==> src/inc/alfh_pkg.sv <==
// Purpose: constants and types for the ascii link frame handler
// Assumes: 50 MHz mclk_in; characters arrive already deframed by a uart
// Notes: offsets are word indices on the plain register port
//
// Summary of operation
// [RULE_01] never transmit unless a request arrived
// [RULE_02] all fields travel as ascii hex digits
// [RULE_03] act only on own station 00H..1FH
// [RULE_04] STX 02H, ETX 03H, ENQ 05H opens request
// [RULE_05] ACK 06H means good, NAK 15H bad
// [RULE_06] selectable terminator: none, CR, CR+LF
// [RULE_07] instruction code picks operation and data size
// [RULE_08] waiting digit delays reply by 10ms steps
// [RULE_09] stored delay not 9999 drops waiting digit
// [RULE_10] two hex digits carry low sum byte
// [RULE_11] bad request answered NAK plus error code
// [RULE_12] bad request changes no state
// [RULE_13] host retransmits after NAK itself
// [RULE_14] retries above limit raise alarm stop
// [RULE_15] host NAK resends reply; limit raises alarm
// [RULE_16] host answers only read replies
// [RULE_17] bank read 7FH, written FFH
// [RULE_18] good frame clears error and retry counts
package alfh_pkg;
	localparam logic [7:0] CH_STX = 8'h02;
	localparam logic [7:0] CH_ETX = 8'h03;
	localparam logic [7:0] CH_ENQ = 8'h05;
	localparam logic [7:0] CH_ACK = 8'h06;
	localparam logic [7:0] CH_LF = 8'h0A;
	localparam logic [7:0] CH_CR = 8'h0D;
	localparam logic [7:0] CH_NAK = 8'h15;
	localparam logic [7:0] INS_BANK_RD = 8'h7F;
	localparam logic [7:0] INS_BANK_WR = 8'hFF;
	localparam logic [7:0] INS_RESET = 8'hFD;
	localparam logic [15:0] VAL_9999 = 16'h270F;
	localparam logic [7:0] DLY_MAX_MS = 8'h96;
	localparam logic [7:0] WAIT_STEP_MS = 8'h0A;
	localparam int CLK_HZ = 50000000;
	localparam int MS_PER_S = 1000;
	localparam int MS_CYC_DEF = CLK_HZ / MS_PER_S;
	localparam logic [1:0] TERM_CR = 2'h1;
	localparam logic [1:0] TERM_CRLF = 2'h2;
	localparam logic [3:0] ERR_NONE = 4'h0;
	localparam logic [3:0] ERR_SUM = 4'h1;
	localparam logic [3:0] ERR_FMT = 4'h2;
	localparam logic [2:0] OFS_CFG = 3'h0;
	localparam logic [2:0] OFS_LIMIT = 3'h1;
	localparam logic [2:0] OFS_DELAY = 3'h2;
	localparam logic [2:0] OFS_STATUS = 3'h3;
	localparam logic [2:0] OFS_IRQ_ST = 3'h4;
	localparam logic [2:0] OFS_IRQ_MASK = 3'h5;
	localparam logic [2:0] OFS_COUNT = 3'h6;
	localparam int CFG_ACLR_BIT = 8;
	localparam int IRQ_W = 5;
	localparam logic [15:0] RST_LIMIT = VAL_9999;
	localparam logic [15:0] RST_DELAY = VAL_9999;
	typedef struct packed {
		logic [7:0] code;
		logic [15:0] data;
	} alfh_cmd_s;
	typedef enum {ST_IDLE, ST_RX, ST_DELAY, ST_TX, ST_ANS} alfh_state_e;
endpackage : alfh_pkg

==> src/design/alfh_frame_handler.sv <==
// Purpose: device side ascii request/reply framer with delay and alarm
// Assumes: rx bytes one cycle valid; tx bytes taken on tx_ready_in
// Notes: hex letters must be upper case
//
// The implementer's own choices: strobed register access and the register addresses.
module alfh_frame_handler
	import alfh_pkg::*;
#(
	parameter int MS_CYC = MS_CYC_DEF
)
(
	input wire logic mclk_in, // system clock
	input wire logic rst_n_in, // sync reset, low
	input wire logic [2:0] reg_addr_in, // register index
	input wire logic [31:0] reg_wdata_in, // write data
	input wire logic reg_wr_in, // write strobe
	input wire logic reg_rd_in, // read strobe
	output logic [31:0] reg_rdata_out, // read data, next cycle
	input wire logic [7:0] rx_byte_in, // received character
	input wire logic rx_valid_in, // character strobe
	output logic [7:0] tx_byte_out, // character to send
	output logic tx_valid_out, // character offered
	input wire logic tx_ready_in, // uart takes character
	input wire logic [15:0] mon_data_in, // value for read replies
	output alfh_cmd_s cmd_out, // accepted instruction
	output logic cmd_valid_out, // one cycle pulse
	output logic alarm_out, // alarm stop level
	output logic irq_out // interrupt level
);
	localparam int TW = $clog2(MS_CYC + 1);
	if (MS_CYC < 1)
	begin : g_bad_ms
		$error("MS_CYC must be at least one");
	end

	function automatic logic is_hex(input logic [7:0] c);
		return (c >= 8'h30 && c <= 8'h39) || (c >= 8'h41 && c <= 8'h46);
	endfunction : is_hex

	function automatic logic [3:0] hex2nib(input logic [7:0] c);
		logic [7:0] d;
		d = c - 8'h37;
		return (c <= 8'h39) ? c[3:0] : d[3:0];
	endfunction : hex2nib

	function automatic logic [7:0] nib2hex(input logic [3:0] n);
		return (n < 4'hA) ? 8'h30 + {4'h0, n} : 8'h37 + {4'h0, n};
	endfunction : nib2hex

	function automatic logic [1:0] term_len(input logic [1:0] t);
		return (t == TERM_CR) ? 2'h1 : ((t == TERM_CRLF) ? 2'h2 : 2'h0);
	endfunction : term_len

	// ---------------------------------------------------------------
	// state
	// ---------------------------------------------------------------
	alfh_state_e state_r;
	logic [4:0] idx_r, stn_r;
	logic [15:0] acc_r, data_r, limit_r, dly_set_r, retry_cnt_r, derr_cnt_r;
	logic [7:0] sum_r, ins_r, dly_ms_r, tx_byte_r, bank_r;
	logic [3:0] err_r, wait_r, tx_len_r, tx_idx_r;
	logic ans_nak_r, tx_valid_r, rd_reply_r, alarm_r, cmd_valid_r, irq_r;
	logic [TW-1:0] tick_r;
	logic [7:0] tx_buf_r [0:11];
	logic [1:0] term_r;
	alfh_cmd_s cmd_r;
	logic [IRQ_W-1:0] irq_st_r, irq_mask_r;
	logic [31:0] rdata_r;

	// ---------------------------------------------------------------
	// character classification
	// ---------------------------------------------------------------
	logic w_present, enq, stn_hit, last, listen;
	logic [3:0] nib, c_err, new_err;
	logic [2:0] dl;
	logic [4:0] ss, ts, fe;
	always_comb
	begin
		w_present = dly_set_r == VAL_9999; // RULE_09
		nib = hex2nib(rx_byte_in); // RULE_02
		listen = state_r == ST_IDLE || state_r == ST_RX || state_r == ST_ANS;
		enq = listen && rx_valid_in && rx_byte_in == CH_ENQ; // RULE_04 RULE_01
		dl = ins_r[7] ? ((ins_r == INS_BANK_WR) ? 3'h2 : 3'h4) : 3'h0; // RULE_07
		ss = (w_present ? 5'h05 : 5'h04) + {2'h0, dl};
		ts = (state_r == ST_ANS) ? 5'h03 : ss + 5'h02;
		fe = ts + {3'h0, term_len(term_r)}; // RULE_06
		stn_hit = {acc_r[3:0], nib} == {3'h0, stn_r};
		c_err = ERR_NONE;
		if (state_r == ST_ANS && idx_r == 5'h00)
		begin
			if (rx_byte_in != CH_ACK && rx_byte_in != CH_NAK)
				c_err = ERR_FMT;
		end
		else if (idx_r < ts)
		begin
			if (!is_hex(rx_byte_in))
				c_err = ERR_FMT;
			else if (state_r == ST_RX && idx_r == ss + 5'h01 && {acc_r[3:0], nib} != sum_r)
				c_err = ERR_SUM; // RULE_10
			else if (state_r == ST_ANS && idx_r == 5'h02 && !stn_hit)
				c_err = ERR_FMT;
		end
		else if (rx_byte_in != ((idx_r == ts) ? CH_CR : CH_LF))
			c_err = ERR_FMT; // RULE_06
		new_err = (err_r != ERR_NONE) ? err_r : c_err;
		last = rx_valid_in && !enq && idx_r == fe - 5'h01;
	end

	logic fin, fin_ok, ans_fin, ans_bad, go_tx, tx_last, lim_on, retry_alarm, derr_alarm, aclr;
	logic [15:0] retry_inc, derr_inc;
	assign fin = state_r == ST_RX && last;
	assign fin_ok = fin && new_err == ERR_NONE;
	assign ans_fin = state_r == ST_ANS && last;
	assign ans_bad = new_err != ERR_NONE || ans_nak_r;
	assign go_tx = state_r == ST_DELAY && dly_ms_r == 8'h00;
	assign tx_last = state_r == ST_TX && tx_valid_r && tx_ready_in && tx_idx_r == tx_len_r - 4'h1;
	assign lim_on = limit_r != VAL_9999;
	assign retry_inc = (retry_cnt_r == 16'hFFFF) ? retry_cnt_r : retry_cnt_r + 16'h0001;
	assign derr_inc = (derr_cnt_r == 16'hFFFF) ? derr_cnt_r : derr_cnt_r + 16'h0001;
	assign retry_alarm = fin && !fin_ok && lim_on && retry_inc > limit_r; // RULE_14
	assign derr_alarm = ans_fin && ans_bad && lim_on && derr_inc >= limit_r; // RULE_15
	assign aclr = reg_wr_in && reg_addr_in == OFS_CFG && reg_wdata_in[CFG_ACLR_BIT];

	// ---------------------------------------------------------------
	// field capture
	// ---------------------------------------------------------------
	always_ff @(posedge mclk_in)
	begin
		if (!rst_n_in || enq || (tx_last && rd_reply_r))
		begin
			idx_r <= 5'h00;
			acc_r <= 16'h0000;
			sum_r <= 8'h00;
			err_r <= ERR_NONE;
		end
		else if (rx_valid_in && (state_r == ST_RX || state_r == ST_ANS))
		begin
			idx_r <= idx_r + 5'h01;
			acc_r <= (state_r == ST_RX && idx_r == 5'h03) ? 16'h0000 : {acc_r[11:0], nib};
			if (state_r == ST_RX && idx_r < ss)
				sum_r <= sum_r + rx_byte_in; // RULE_10
			err_r <= new_err;
		end
	end

	always_ff @(posedge mclk_in)
	begin
		if (!rst_n_in)
		begin
			ins_r <= 8'h00;
			wait_r <= 4'h0;
			data_r <= 16'h0000;
			ans_nak_r <= 1'b0;
		end
		else if (rx_valid_in && !enq)
		begin
			if (state_r == ST_RX && idx_r == 5'h03)
				ins_r <= {acc_r[3:0], nib};
			if (state_r == ST_RX && w_present && idx_r == 5'h04)
				wait_r <= nib; // RULE_08
			if (state_r == ST_RX && dl != 3'h0 && idx_r == ss - 5'h01)
				data_r <= {acc_r[11:0], nib};
			if (state_r == ST_ANS && idx_r == 5'h00)
				ans_nak_r <= rx_byte_in == CH_NAK;
		end
	end

	// ---------------------------------------------------------------
	// reply assembly
	// ---------------------------------------------------------------
	logic [7:0] rb [0:11];
	logic [3:0] k;
	logic [7:0] rs;
	logic [15:0] rdv;
	logic [2:0] rdl;
	always_comb
	begin
		for (int j = 0; j < 12; j++)
			rb[j] = 8'h00;
		rdv = (ins_r == INS_BANK_RD) ? {8'h00, bank_r} : mon_data_in; // RULE_17
		rdl = (ins_r == INS_BANK_RD) ? 3'h2 : 3'h4;
		rb[0] = (err_r != ERR_NONE) ? CH_NAK : (ins_r[7] ? CH_ACK : CH_STX); // RULE_05
		rb[1] = nib2hex({3'h0, stn_r[4]});
		rb[2] = nib2hex(stn_r[3:0]);
		rs = rb[1] + rb[2];
		k = 4'h3;
		if (err_r != ERR_NONE)
		begin
			rb[3] = nib2hex(err_r); // RULE_11
			k = 4'h4;
		end
		else if (!ins_r[7])
		begin
			for (int i = 3; i >= 0; i--)
				if (3'(i) < rdl)
				begin
					rb[k] = nib2hex(rdv[i*4 +: 4]); // RULE_02
					rs = rs + rb[k];
					k = k + 4'h1;
				end
			rb[k] = CH_ETX;
			rs = rs + CH_ETX;
			rb[k + 4'h1] = nib2hex(rs[7:4]);
			rb[k + 4'h2] = nib2hex(rs[3:0]);
			k = k + 4'h3;
		end
		if (term_len(term_r) != 2'h0)
		begin
			rb[k] = CH_CR;
			k = k + 4'h1;
		end
		if (term_len(term_r) == 2'h2)
		begin
			rb[k] = CH_LF;
			k = k + 4'h1;
		end
	end

	// ---------------------------------------------------------------
	// sequencing
	// ---------------------------------------------------------------
	always_ff @(posedge mclk_in)
	begin
		if (!rst_n_in)
		begin
			state_r <= ST_IDLE;
			dly_ms_r <= 8'h00;
			tick_r <= '0;
			tx_len_r <= 4'h0;
			tx_idx_r <= 4'h0;
			tx_byte_r <= 8'h00;
			tx_valid_r <= 1'b0;
			rd_reply_r <= 1'b0;
		end
		else
		begin
			unique case (state_r)
				ST_IDLE, ST_RX, ST_ANS:
				begin
					if (enq)
						state_r <= ST_RX; // RULE_04
					else if (state_r == ST_RX && rx_valid_in && idx_r == 5'h01 && !stn_hit)
						state_r <= ST_IDLE; // RULE_03
					else if (fin)
					begin
						// reset instruction gets no reply
						state_r <= (fin_ok && ins_r == INS_RESET) ? ST_IDLE : ST_DELAY;
						tick_r <= '0;
						if (w_present)
							dly_ms_r <= 8'(wait_r * WAIT_STEP_MS); // RULE_08
						else
							dly_ms_r <= (dly_set_r > {8'h00, DLY_MAX_MS}) ? DLY_MAX_MS : dly_set_r[7:0];
					end
					else if (ans_fin)
					begin
						tx_idx_r <= 4'h0;
						state_r <= (ans_bad && !derr_alarm) ? ST_TX : ST_IDLE; // RULE_15
					end
				end
				ST_DELAY:
				begin
					if (go_tx)
					begin
						state_r <= ST_TX; // RULE_01
						for (int j = 0; j < 12; j++)
							tx_buf_r[j] <= rb[j];
						tx_len_r <= k;
						tx_idx_r <= 4'h0;
						rd_reply_r <= err_r == ERR_NONE && !ins_r[7]; // RULE_16
					end
					else if (tick_r == TW'(MS_CYC - 1))
					begin
						tick_r <= '0;
						dly_ms_r <= dly_ms_r - 8'h01;
					end
					else
						tick_r <= tick_r + TW'(1);
				end
				ST_TX:
				begin
					// one idle cycle per character keeps the buffer read registered
					if (!tx_valid_r)
					begin
						tx_byte_r <= tx_buf_r[tx_idx_r];
						tx_valid_r <= 1'b1;
					end
					else if (tx_ready_in)
					begin
						tx_valid_r <= 1'b0;
						tx_idx_r <= tx_idx_r + 4'h1;
						if (tx_last)
							state_r <= rd_reply_r ? ST_ANS : ST_IDLE;
					end
				end
			endcase
		end
	end

	// ---------------------------------------------------------------
	// commands and bank
	// ---------------------------------------------------------------
	always_ff @(posedge mclk_in)
	begin
		if (!rst_n_in)
		begin
			cmd_r <= '0;
			cmd_valid_r <= 1'b0;
			bank_r <= 8'h00;
		end
		else
		begin
			cmd_valid_r <= fin_ok && ins_r != INS_BANK_WR; // RULE_12 RULE_07
			if (fin_ok)
				cmd_r <= '{code: ins_r, data: data_r};
			if (fin_ok && ins_r == INS_BANK_WR)
				bank_r <= data_r[7:0]; // RULE_17
		end
	end

	// ---------------------------------------------------------------
	// error counting and alarm
	// ---------------------------------------------------------------
	always_ff @(posedge mclk_in)
	begin
		if (!rst_n_in)
		begin
			retry_cnt_r <= 16'h0000;
			derr_cnt_r <= 16'h0000;
			alarm_r <= 1'b0;
		end
		else
		begin
			if (fin)
				retry_cnt_r <= fin_ok ? 16'h0000 : retry_inc; // RULE_18 RULE_14
			else if (aclr || (ans_fin && !ans_bad))
				retry_cnt_r <= 16'h0000;
			if (ans_fin)
				derr_cnt_r <= ans_bad ? derr_inc : 16'h0000; // RULE_18 RULE_15
			else if (aclr || fin_ok)
				derr_cnt_r <= 16'h0000;
			// a new alarm wins over a software clear in the same cycle
			alarm_r <= retry_alarm || derr_alarm || (alarm_r && !aclr);
		end
	end

	// ---------------------------------------------------------------
	// registers and interrupt
	// ---------------------------------------------------------------
	logic [IRQ_W-1:0] ev, irq_st_nxt, irq_mask_nxt;
	always_comb
	begin
		ev = {ans_fin && ans_bad, ans_fin && !ans_bad, retry_alarm || derr_alarm, fin && !fin_ok, fin_ok};
		irq_st_nxt = irq_st_r;
		if (reg_wr_in && reg_addr_in == OFS_IRQ_ST)
			irq_st_nxt = irq_st_r & ~reg_wdata_in[IRQ_W-1:0];
		irq_st_nxt = irq_st_nxt | ev;
		irq_mask_nxt = (reg_wr_in && reg_addr_in == OFS_IRQ_MASK) ? reg_wdata_in[IRQ_W-1:0] : irq_mask_r;
	end

	always_ff @(posedge mclk_in)
	begin
		if (!rst_n_in)
		begin
			stn_r <= 5'h00;
			term_r <= 2'h0;
			limit_r <= RST_LIMIT;
			dly_set_r <= RST_DELAY;
			irq_st_r <= '0;
			irq_mask_r <= '0;
			irq_r <= 1'b0;
		end
		else
		begin
			irq_st_r <= irq_st_nxt;
			irq_mask_r <= irq_mask_nxt;
			irq_r <= |(irq_st_nxt & irq_mask_nxt);
			if (reg_wr_in && reg_addr_in == OFS_CFG)
			begin
				stn_r <= reg_wdata_in[4:0]; // RULE_03
				term_r <= reg_wdata_in[6:5];
			end
			if (reg_wr_in && reg_addr_in == OFS_LIMIT)
				limit_r <= reg_wdata_in[15:0];
			if (reg_wr_in && reg_addr_in == OFS_DELAY)
				dly_set_r <= reg_wdata_in[15:0];
		end
	end

	always_ff @(posedge mclk_in)
	begin
		if (!rst_n_in)
			rdata_r <= 32'h0000_0000;
		else if (reg_rd_in)
		begin
			unique case (reg_addr_in)
				OFS_CFG: rdata_r <= {25'h0, term_r, stn_r};
				OFS_LIMIT: rdata_r <= {16'h0000, limit_r};
				OFS_DELAY: rdata_r <= {16'h0000, dly_set_r};
				OFS_STATUS: rdata_r <= {8'h00, bank_r, 4'h0, err_r, 6'h00, state_r != ST_IDLE, alarm_r};
				OFS_IRQ_ST: rdata_r <= {27'h0, irq_st_r};
				OFS_IRQ_MASK: rdata_r <= {27'h0, irq_mask_r};
				OFS_COUNT: rdata_r <= {derr_cnt_r, retry_cnt_r};
				default: rdata_r <= 32'h0000_0000;
			endcase
		end
	end

	assign reg_rdata_out = rdata_r;
	assign tx_byte_out = tx_byte_r;
	assign tx_valid_out = tx_valid_r;
	assign cmd_out = cmd_r;
	assign cmd_valid_out = cmd_valid_r;
	assign alarm_out = alarm_r;
	assign irq_out = irq_r;
endmodule : alfh_frame_handler

==> config.mk <==
export PLATFORM = sky130hd
export DESIGN_NAME = alfh_frame_handler
export DESIGN_NICKNAME = d
export VERILOG_FILES = /design/src/inc/alfh_pkg.sv /design/src/design/alfh_frame_handler.sv
export SDC_FILE = /design/constraint.sdc
export NUM_CORES = 1
export LEC_CHECK = 0
export ABC_AREA = 1
export BUFFER_PORTS_ARGS = -buffer_cell sky130_fd_sc_hd__buf_2
export CAP_MARGIN = 20
export CELL_PAD_IN_SITES_DETAIL_PLACEMENT = 1
export CELL_PAD_IN_SITES_GLOBAL_PLACEMENT = 1
export CORE_ASPECT_RATIO = 0.9
export CORE_MARGIN = 3
export CORE_UTILIZATION = 45
export CTS_CLUSTER_DIAMETER = 120
export DETAILED_ROUTE_END_ITERATION = 10
export GPL_TIMING_DRIVEN = 1
export PLACE_DENSITY = 0.9
export SLEW_MARGIN = 20
export SYNTH_ARGS = -nofsm -noshare
export SYNTH_HDL_FRONTEND = slang
export SYNTH_SLANG_ARGS = --single-unit
==> constraint.sdc <==
create_clock -name mclk_in -period 7.69 [get_ports mclk_in]
set_input_delay 0.769 -clock mclk_in [delete_from_list [all_inputs] [get_ports mclk_in]]
set_output_delay 0.769 -clock mclk_in [all_outputs]
set_load 0.005 [all_outputs]
# Yosys cells after proc, flatten, opt, wreduce, memory -nomap -nowiden
# Memory sizes are Yosys's and may differ from the RTL's. A register that Yosys moved wholly into a read port is not among the register bits.
# Index checks and enable logic that the tools add are counted.
# op_classes
reduce_logical,105
n_lt_le_gt_ge,37
addsub,46
n_mul,1
bitwise_logic,22
mux,156
eq_ne,54
# ops
cell,n
two-way mux 96 bit,12
bitwise mux 96 bit,5
two-way mux 8 bit,36
demux 8 bit (select 4 bit),8
two-way mux 32 bit,8
two-way mux 16 bit,14
case mux 32 bit (7 select lines),1
bitwise AND 72 bit,2
NOT 72 bit,2
adder 6 x 4 -> 7 bit (first input constant),16
two-way mux 4 bit,26
binary-select mux 8 bit (select 4 bit),3
equality test 32 x 2 -> 1 bit (second input constant),3
equality test 32 x 3 -> 1 bit (second input constant),3
case mux 32 bit (3 select lines),1
logical NOT 32 bit,2
two-way mux 64 bit,1
two-way mux 7 bit,9
bitwise AND 60 bit,1
NOT 60 bit,1
logical AND 1 bit,57
adder 16 x 1 -> 16 bit (second input constant),3
equality test 16 bit (second input constant),3
bitwise OR 24 bit,2
89 further kinds,202
# word_totals
reg_bits,272
inputBits,65
memories,1
mem_bits_rw,96
# mem_list
memory,words,word_bits,read_ports,rd_ports_with_merged_regs,wr,line,text
tx_buf_r,12,8,1,1,12,alfh_frame_handler.sv:64,logic [7:0] tx_buf_r [0:11];

# Depth between registers and ports, before layout
# Gate-level depths: netlist of run 1.
# logic_depth
word_depth,38
depth_mapped,43

# Least setup slack after synthesis of run 1
# Ideal clock, no wire load.
# synth_path
path_type,input to register
from,input port mon_data_in[14]
to,"memory tx_buf_r[6][4], data pin"
stages,25
t_arrival_ps,5786
slack_ps,1649
path_buffers,0
setup_ps,255
cell_sequence,o21ai_0 nor2_1 inv_1 nor2_1 inv_1 o21ai_0 fa_1 o21ai_0 fa_1 nand2_1 nand2_1 inv_1 fa_1 fa_1 xor2_1 ha_1 a21oi_1 or2_2 nor2_1 nand2_1 o21ai_0 nand3_1 a21oi_1 a21oi_1 and2_1
# synth_rtl
element,line,text
start: declaration,alfh_frame_handler.sv:24,"input wire logic [15:0] mon_data_in,"
end: declaration,alfh_frame_handler.sv:64,

==> impl_metrics.ini, run 1 <==
[status]
status = completed

[floorplan]
dieWidth_um = 224
fp.dieArea_um2 = 45200
die_h_um = 202
core_area_um2 = 42000
initial_core_util_pct = 45.7
fp-row-count = 71
ioPinCount = 133

[sta]
fin_crit_ns = 7.23
max_slew_margin_pct = 25.2
report.final.slew_viol_count = 0
layout_setup_ws_ns = 0.458
grt_setup_unrepaired = false
final-setup-viol-count = 0
max_clock_freq_ghz = 0.138
tns_ns = 0
tightest_slew_ns = 1.12
skew_ns = 0.0181
hold_viol_final = 0
post-route-period-util_pct = 94.0

[yosys]
netlist_instances = 2612
yosysSeqAreaShare_pct = 37.2
avgSynthCellArea_um2 = 7.36
synth.cell_area_um2 = 19200
ys.flop_type = dfxtp_1
yosysWarnings = 0
yosysUniqueCellTypes = 65
synth-edff-count = 72
synthArstFlopShare_pct = 0
ys_seq_elements = 321

[hold_path]
hp-class = register to register
worstHoldStart = reg_rdata_out[10]
hold_end = reg_rdata_out[10]
hold_depth = 2

[setup_path]
crit_path_max_incr_delay_ns = 0.46
setup.worst_path.end_class = register
slowest_stage = xor2_1
crit_top_cell = inv_1
worstSetupPathType = register to register
cp_max_fo = 7
r2r_end = tx_buf_r[8][0]
worstReg2RegStart = stn_r[3]
worst_ep_arrival_time_ns = 7.61
rrSetupSlack_ns = 0.46
cp.required_ns = 8.07
cp-start-kind = register
rr_worst_depth = 37

[route]
final_antenna_net_count = 0
first_pass_iters = 5
drc = 0
wire_per_inst_um = 21.1
routed_via_density = 5.87
num_vias = 19207
drtIter0Drc = 1471
wirelength_mm = 69.1

[power]
ir_drop_v = 0.000236
leakage_nw = 9.37
p_per_area_nw_per_um2 = 246

[clock_network]
cts_buffers = 37
cts_setup_buffers = 0
cts-root-buf = clkbuf_16
cts_tree = built
clk-insertion-delay-late_ns = 0.55
cts_max_path_buffers = 3
htreeDepth = 2
clk_pin_slew_ns = 0.06
numClockSinks = 321

[global_route]
overflow = 0
first_global_vias = 19875
grt_util_all_layers_pct = 29.6
grt_max_degree = 98
grt_pass1_wl_mm = 108
antenna_found_initial = 5

[placement]
gp_congestion = 0.908
io_buffers = 115
pre_cts_ws_ns = 0.321
dp_hpwl_mm = 51.3

[flow_run]
drv_cap = 0

[final_layout]
drive_above_1_share_pct = 10.1
area_growth_pct = 11.9
nets = 2886
worst max path at each step:
stage | startpoint | end | slack, ns
after detailed placement | mon_data_in[13] | tx_buf_r[6][4] | 0.32
after floorplan | mon_data_in[14] | tx_buf_r[6][4] | 1.65
after global placement | mon_data_in[13] | tx_buf_r[6][4] | 0.61
after CTS | stn_r[3] | tx_buf_r[6][2] | 0.43
final | stn_r[3] | tx_buf_r[8][0] | 0.46
after global routing | ins_r[7] | tx_buf_r[6][2] | 0.05
layout make-up:
type                            instances  area, µm²
Sequential cell                       321       7150
Antenna cell                            2       5.00
Clock buffer                           57       1140
Clock inverter                         11        139
Tap cell                              547        684
Inverter                              364       1370
Multi-Input combinational cell       1840      10300
Timing Repair Buffer                  131        696
Fill cell                            5334      20500
registers in the layout, summed over array words and instances (netlist names), 8 cells and up:
register	count
acc_r	12
retry_cnt_r	16
ins_r	8
reg_rdata_out	32
dly_ms_r	8
derr_cnt_r	16
tx_buf_r	72
tick_r	16
cmd_out	24
data_r	16
limit_r	16
dly_set_r	16
sum_r	8
bank_r	8
where the power goes:
group	switching (mW)	leakage, nW	internal (mW)
logic	1.09	6.08	0.499
registers	0.00955	2.66	1.81
clock network	0.760	0.629	1.12
metal layers:
metal / GRT usage (%) / part of all wire, %
met5: 0 / 0.035
met1: 37.8 / 43
met3: 6.52 / 7.3
met4: 11.3 / 3.8
met2: 49.2 / 46
synth_stat cells, types with 5 or more instances:
library cell | number | share of area (%)
a211oi_1 | 15 | 0.59
a211oi_2 | 7 | 0.46
a21oi_1 | 250 | 6.5
a21oi_2 | 13 | 0.59
a221oi_1 | 13 | 0.59
a22oi_1 | 15 | 0.59
a31oi_1 | 12 | 0.39
buf_2 | 8 | 0.21
buf_4 | 5 | 0.20
clkbuf_1 | 66 | 1.3
clkinv_1 | 7 | 0.14
dfxtp_1 | 249 | 26
edfxtp_1 | 72 | 11
fa_1 | 7 | 0.73
ha_1 | 119 | 7.7
inv_1 | 348 | 6.8
inv_2 | 9 | 0.18
nand2_1 | 487 | 9.5
nand2_2 | 20 | 0.65
nand2_4 | 6 | 0.35
nand3_1 | 90 | 2.3
nand3_2 | 6 | 0.31
nand4_1 | 24 | 0.78
nor2_1 | 262 | 5.1
nor3_1 | 53 | 1.4
nor3b_1 | 5 | 0.20
nor4_1 | 15 | 0.49
o211ai_1 | 28 | 1.1
o21a_1 | 11 | 0.43
o21ai_0 | 204 | 5.3
o221ai_1 | 10 | 0.46
o22ai_1 | 37 | 1.2
or2_2 | 8 | 0.26
xnor2_1 | 22 | 1.0
xor2_1 | 55 | 2.5
layout by cell type, fill, tap and decap left out, types with 6 or more instances in the layout:
cell type,instances
nor3_1,53
o21a_1,11
o22ai_1,37
xor2_1,55
o221ai_1,10
buf_4,16
nand2_2,20
or2_2,8
a21oi_2,14
dfxtp_1,249
nand2_4,6
edfxtp_1,72
o211ai_1,28
xnor2_1,22
nand2_1,487
clkbuf_16,39
nand3_2,6
nor4_1,15
a21oi_1,249
o21ai_0,203
inv_2,8
nand4_1,24
a211oi_1,15
clkbuf_8,9
nand3_1,90
nor2_1,259
clkbuf_1,7
fa_1,7
ha_1,119
a31oi_1,12
clkinv_1,7
a221oi_1,13
buf_2,115
a211oi_2,7
a22oi_1,15
inv_1,348
cells by family (layout without fill, tap and decap cells):
logic type | count (synthesis) | count (layout) | share of synthesized area (%)
other | 2 | 5 | 0.0391
and+or+nand+nor | 990 | 990 | 22.1
AOI/OAI and AO/OA | 644 | 644 | 19.5
buffers and inverters | 452 | 563 | 9.21
DFF | 321 | 321 | 37.2
xor gates and xnor gates | 77 | 77 | 3.51
adders and majority gates | 126 | 126 | 8.48
worst max-delay path, delay by kind of cell (launching register included):
kind            cells  cell delay [ns]
buf+inv             8             0.73
compound gates      9             1.66
flops               1             0.38
fa+ha+maj           6             1.80
xor+xnor            6             1.47
simple gates        8             1.02
stage by stage:
stage / power, mW / util (%) / hold WS [ns] / instance area (µm²) / cells
after floorplan: 2.94 / - / 0.434 / 19200 / 2613
after global placement: 3.27 / 48.1 / 0.450 / 20200 / 3203
after detailed placement: 3.38 / 48.1 / 0.459 / 20200 / 3203
after CTS: 5.28 / 51.1 / 0.468 / 21500 / 3271
after global routing: 5.54 / 51.1 / 0.489 / 21500 / 3271
final: 5.29 / 51.2 / 0.464 / 21500 / 3273
what timing repair did:
| action | in CTS | in global routing |
|---|---|---|
| resized for setup | 0 | 2 |
| hold buffers | 0 | 0 |
| endpoints found under the setup margin | 0 | 7 |
No activity file was read; power rests on OpenSTA's default activity.
==> run 2, diff against run 1 <==
Settings changed: ABC_AREA 1 to not set, CORE_UTILIZATION 45 to 47, PLACE_DENSITY 0.9 to 0.91.
==> run 2 against run 1 <==
Effect of this change: wire length decreased by 2.9%; first-iteration DRC count rose by 8.3%; sequential cell count did not move; combinational power grew 16%; critical path depth fell by 6; design area rose by 0.22%.
==> impl_metrics.ini, run 2 <==
[clock_network]
cts_buffers = 36
cts_max_path_buffers = 3
htreeDepth = 2
cts_tree = built
numClockSinks = 321
clk-insertion-delay-late_ns = 0.55
cts-root-buf = clkbuf_16
clk_pin_slew_ns = 0.06

[global_route]
antenna_found_initial = 3
first_global_vias = 18581
grt_max_degree = 93
grt_util_all_layers_pct = 30.1
overflow = 0
grt_pass1_wl_mm = 105

[yosys]
yosysWarnings = 0
ys_seq_elements = 321
synthArstFlopShare_pct = 0
avgSynthCellArea_um2 = 8.59
yosysMostFrequentCell = nor2_1
ys.flop_type = dfxtp_1
yosysTopAreaCell = dfxtp_1
yosysUniqueCellTypes = 91
yosys-top-cells-count = nor2_1 (319), dfxtp_1 (249), nand2_1 (239)
synth-edff-count = 72
synth.cell_area_um2 = 19500
yosys.area.top_type_share_pct = 25.6
netlist_instances = 2267
yosysSeqAreaShare_pct = 36.7
synthTopCellsByArea = dfxtp_1 (26%), edfxtp_1 (11%), ha_1 (7.6%), nor2_1 (6.1%), mux2i_1 (5.2%)

[final_layout]
final_util_pct = 52.9
area_growth_pct = 10.6
design_area_um2 = 21500
drive_above_1_share_pct = 11.5
top_register = tx_buf_r
n_fill_cell = 4794
final_common_cell = nor2_1
largest_reg_flops = 72
multi_input_area_um2 = 11500
nets = 2516
layout.cells.non_filler = 2893
final_cell_mix = nor2_1 (319), dfxtp_1 (248), nand2_1 (239)
seqCellArea_um2 = 7150

[setup_path]
r2r_end = tx_buf_r[8][1]
slowest_stage = xor3_1
cp_max_fo = 8
worstReg2RegStart = stn_r[1]
critPathLaunch = stn_r[1]
crit_top_cell = ha_1
rrSetupSlack_ns = 0.43
worst_ep_arrival_time_ns = 7.56
cp.required_ns = 7.99
crit_path_max_incr_delay_ns = 0.47
cp-start-kind = register
cp-endpoint = tx_buf_r[8][1]
worstSetupPathType = register to register
setup.worst_path.end_class = register
rr_worst_depth = 31

[power]
p_per_area_nw_per_um2 = 250
ir_drop_v = 0.000243
p_total_mw = 5.39
leakage_nw = 8.79

[floorplan]
initial_core_util_pct = 47.8
ioPinCount = 133
dieWidth_um = 221
core_area_um2 = 40700
fp.dieArea_um2 = 43900
die_h_um = 199
fp-row-count = 70

[route]
routed_via_density = 6.27
wire_per_inst_um = 23.2
num_vias = 18130
final_antenna_net_count = 0
wirelength_mm = 67.0
first_pass_iters = 6
drtIter0Drc = 1593
drc = 0

[sta]
post-route-period-util_pct = 94.4
fin_hold_ws_ns = 0.450
skew_ns = 0.0195
max_clock_freq_ghz = 0.138
layout_setup_ws_ns = 0.431
hold_viol_final = 0
max_slew_margin_pct = 28.2
tns_ns = 0
fin_crit_ns = 7.26
report.final.slew_viol_count = 0
final-setup-viol-count = 0
tightest_slew_ns = 1.07
grt_setup_unrepaired = false

[hold_path]
hp-class = register to register

[placement]
dp_hpwl_mm = 49.3
gp_congestion = 0.963
pre_cts_ws_ns = 0.134
place_area_um2 = 20400
io_buffers = 115
dp.cells = 2826

[flow_run]
drv_cap = 0

[status]
status = completed
-- run 2: cell count changes in the layout (fill, tap and decap cells not counted), sizes merged, moves of 26 or more --
| cell | previous run | this run |
|---|---|---|
| nand2 | 513 | 239 |
| inv | 358 | 104 |
| o21ai | 207 | 90 |
| mux2i | 0 | 102 |
| a21oi | 263 | 164 |
| nor2 | 264 | 321 |
| a22oi | 15 | 67 |
| xnor2 | 22 | 73 |
| o22ai | 37 | 6 |
| nand2b | 0 | 26 |
| xor2 | 55 | 29 |
-- run 2: critical path, delay by kind of cell (launching register included) --
kind / cells / cell delay, ns
compound gates: 6 / 1.17
xor+xnor: 7 / 1.62
fa+ha+maj: 6 / 1.80
buf+inv: 1 / 0.12
flops: 1 / 0.39
mux: 1 / 0.13
simple gates: 10 / 1.79
-- run 2: worst min-delay path by stage --
stage	to	slack [ns]	depth (start not counted)	start
floorplan	limit_r[4]	0.45	2	limit_r[4]
global placement	tx_byte_out[4]	0.45	2	tx_byte_out[4]
detailed placement	tx_byte_out[2]	0.45	2	tx_byte_out[2]
CTS	limit_r[15]	0.45	3	reg_wdata_in[15]
global route	tx_byte_out[4]	0.48	2	tx_byte_out[4]
finish	tx_byte_out[2]	0.45	2	tx_byte_out[2]
-- run 2: per-layer routing --
layer	up-vias	share of wire (%)	GRT usage, %
met5	-	0.019	0
met4	2	3.6	11.2
met3	166	7.7	4.87
met2	787	46	49.0
met1	9004	42	40.6
li1	8171	-	-
-- run 2: layout make-up --
type / count / area share [%]
clock inverters: 12 / 0.383
clock buffers: 52 / 4.74
repair buffers: 136 / 3.40
diodes: 2 / 0.0232
inverters: 103 / 1.82
multi-input cells: 1727 / 53.3
well taps: 540 / 3.14
flip-flops and latches: 321 / 33.2
-- run 2: cell families (layout without fill, tap and decap cells) --
logic type / Yosys count / after routing / share of synthesized area [%]
AO/OA/AOI/OAI: 505 / 505 / 17.4
adder cells (fa/ha/maj): 126 / 126 / 8.37
XOR/XNOR: 106 / 106 / 5.06
AND/OR/NAND/NOR: 859 / 859 / 20.3
multiplexers: 128 / 128 / 7.67
flip-flops: 321 / 321 / 36.7
buffers and inverters: 220 / 303 / 4.52
other: 2 / 5 / 0.0386
-- run 2: repair_timing --
action | CTS | global route
resized for setup | 0 | 4
endpoints found under the setup margin | 0 | 10
hold buffers | 0 | 0
buffers inserted | 0 | 0
-- run 2: where the power goes --
part           switching, mW  internal, mW
registers             0.0503          1.86
clock network          0.722         0.928
logic                   1.15         0.677
==> run 3, diff against run 2 <==
Settings changed: CORE_UTILIZATION 47 to 35, PLACE_DENSITY 0.91 to 0.73.
==> run 3 against run 2 <==
Effect of this change: global-route usage is 7.6 points lower; die area up 33%; clock skew up 0.0044 ns; hold slack improved by 0.0026 ns; via count fell by 3.6%; register-to-register slack better by 0.07 ns; clock power rose by 20%; critical path depth is 1 lower; sequential power is essentially flat; critical endpoint is now tx_buf_r[8][2].
==> impl_metrics.ini, run 3 (synthesis results as in run 2) <==
[floorplan]
fp-row-count = 81
ioPinCount = 133
die_h_um = 230
core_area_um2 = 54700
dieWidth_um = 255
fp.dieArea_um2 = 58500
initial_core_util_pct = 35.6

[clock_network]
cts-root-buf = clkbuf_16
clk-insertion-delay-late_ns = 0.57
cts_tree = built
numClockSinks = 321
clk_pin_slew_ns = 0.06
cts_max_path_buffers = 3
cts_buffers = 38
hold_buffers = 0
htreeDepth = 2
cts_setup_buffers = 0
cts_resized = 0

[final_layout]
final_cell_mix = nor2_1 (319), dfxtp_1 (248), nand2_1 (239)
final_util_pct = 40.2
area_growth_pct = 13.0
drive_above_1_share_pct = 12.1
top_register = tx_buf_r
num_antenna_cells = 0
largest_reg_flops = 72
final_common_cell = nor2_1
nets = 2518
layout.cells.non_filler = 3060

[sta]
post-route-period-util_pct = 93.5
final-setup-viol-count = 0
fin_crit_ns = 7.19
hold_viol_final = 0
tightest_slew_ns = 1.09
fin_hold_ws_ns = 0.453
grt_setup_unrepaired = false
max_slew_margin_pct = 27.5
report.final.slew_viol_count = 0
skew_ns = 0.0238
max_clock_freq_ghz = 0.139
tns_ns = 0

[power]
p_per_area_nw_per_um2 = 258
leakage_nw = 8.93
p_total_mw = 5.67
ir_drop_v = 0.000221

[setup_path]
cp-start-kind = register
cp.buffers_inverters = 2
worst_ep_arrival_time_ns = 7.50
crit_top_cell = ha_1
rrSetupSlack_ns = 0.50
crit_path_max_incr_delay_ns = 0.48
setup.worst_path.end_class = register
worstSetupPathType = register to register
cp_max_fo = 8
r2r_end = tx_buf_r[8][2]
worstReg2RegStart = stn_r[1]
slowest_stage = dfxtp_2
cp.required_ns = 7.99
rr_worst_depth = 30
path_delay_family = adder cells

[placement]
io_buffers = 115
dp_hpwl_mm = 49.8
dp.cells = 2992
gp_congestion = 0.945

[global_route]
antenna_found_initial = 3
grt_util_all_layers_pct = 22.5
grt_pass1_wl_mm = 103
overflow = 0
grt_max_degree = 91
first_global_vias = 17825

[hold_path]
worstHoldStart = tx_byte_out[1]
hold_end = tx_byte_out[1]
hold_depth = 2
hp-class = register to register

[route]
routed_via_density = 5.71
num_vias = 17476
drtIter0Drc = 1166
wire_per_inst_um = 21.7
final_antenna_net_count = 0
drc = 0
first_pass_iters = 5
wirelength_mm = 66.5

[flow_run]
drv_cap = 0

[status]
status = completed
-- run 3: changes by cell type in the layout (fill, tap and decap cells not counted), sizes merged --
cell and change:
bufinv +5, inv +5, clkbuf -3, clkinv -2, diode -2, clkinvlp -1
-- run 3: where the power goes --
part / switching [mW] / total [mW] / internal, mW / leakage (nW)
clock network: 0.802 / 1.98 / 1.18 / 0.671
logic: 1.10 / 1.78 / 0.675 / 5.60
registers: 0.0482 / 1.91 / 1.86 / 2.66
-- run 3: stage by stage --
step                      area [µm²]  setup WS, ns
final                          22000         0.497
after global routing           22000        0.0184
after CTS                      22000         0.338
after detailed placement       20600         0.289
after global placement         20600         0.507
after floorplan                19500         0.899
-- run 3: per-layer routing --
layer,global-route usage (%),vias up,share of wire [%]
met4,7.87,4,3.4
li1,-,8176,-
met5,0,-,0.039
met2,35.4,482,45
met1,31.2,8687,46
met3,3.63,127,5.3
-- run 3: worst max path at each step --
stage | startpoint | to | slack, ns | depth (start not counted)
6_report | stn_r[1] | tx_buf_r[8][2] | 0.50 | 30
5_1_grt | ins_r[4] | tx_buf_r[8][2] | 0.02 | 33
4_1_cts | stn_r[1] | tx_buf_r[8][1] | 0.34 | 29
3_5_place_dp | mon_data_in[13] | tx_buf_r[8][1] | 0.29 | 29
3_3_place_gp | mon_data_in[13] | tx_buf_r[8][1] | 0.51 | 31
2_1_floorplan | ins_r[7] | tx_buf_r[8][1] | 0.90 | 29
-- run 3: cell type report --
cell class	count	area [µm²]
fill	6457	32700
multi-input combinational	1727	11500
sequential	321	7150
clock buffer	49	1080
tap	705	882
timing repair buffer	136	733
inverter	103	392
clock inverter	19	268
-- run 3: worst min-delay path, delay by kind of cell (launching register included) --
kind            cells  cell delay (ns)
simple gates        1             0.05
flops               1             0.30
compound gates      1             0.05
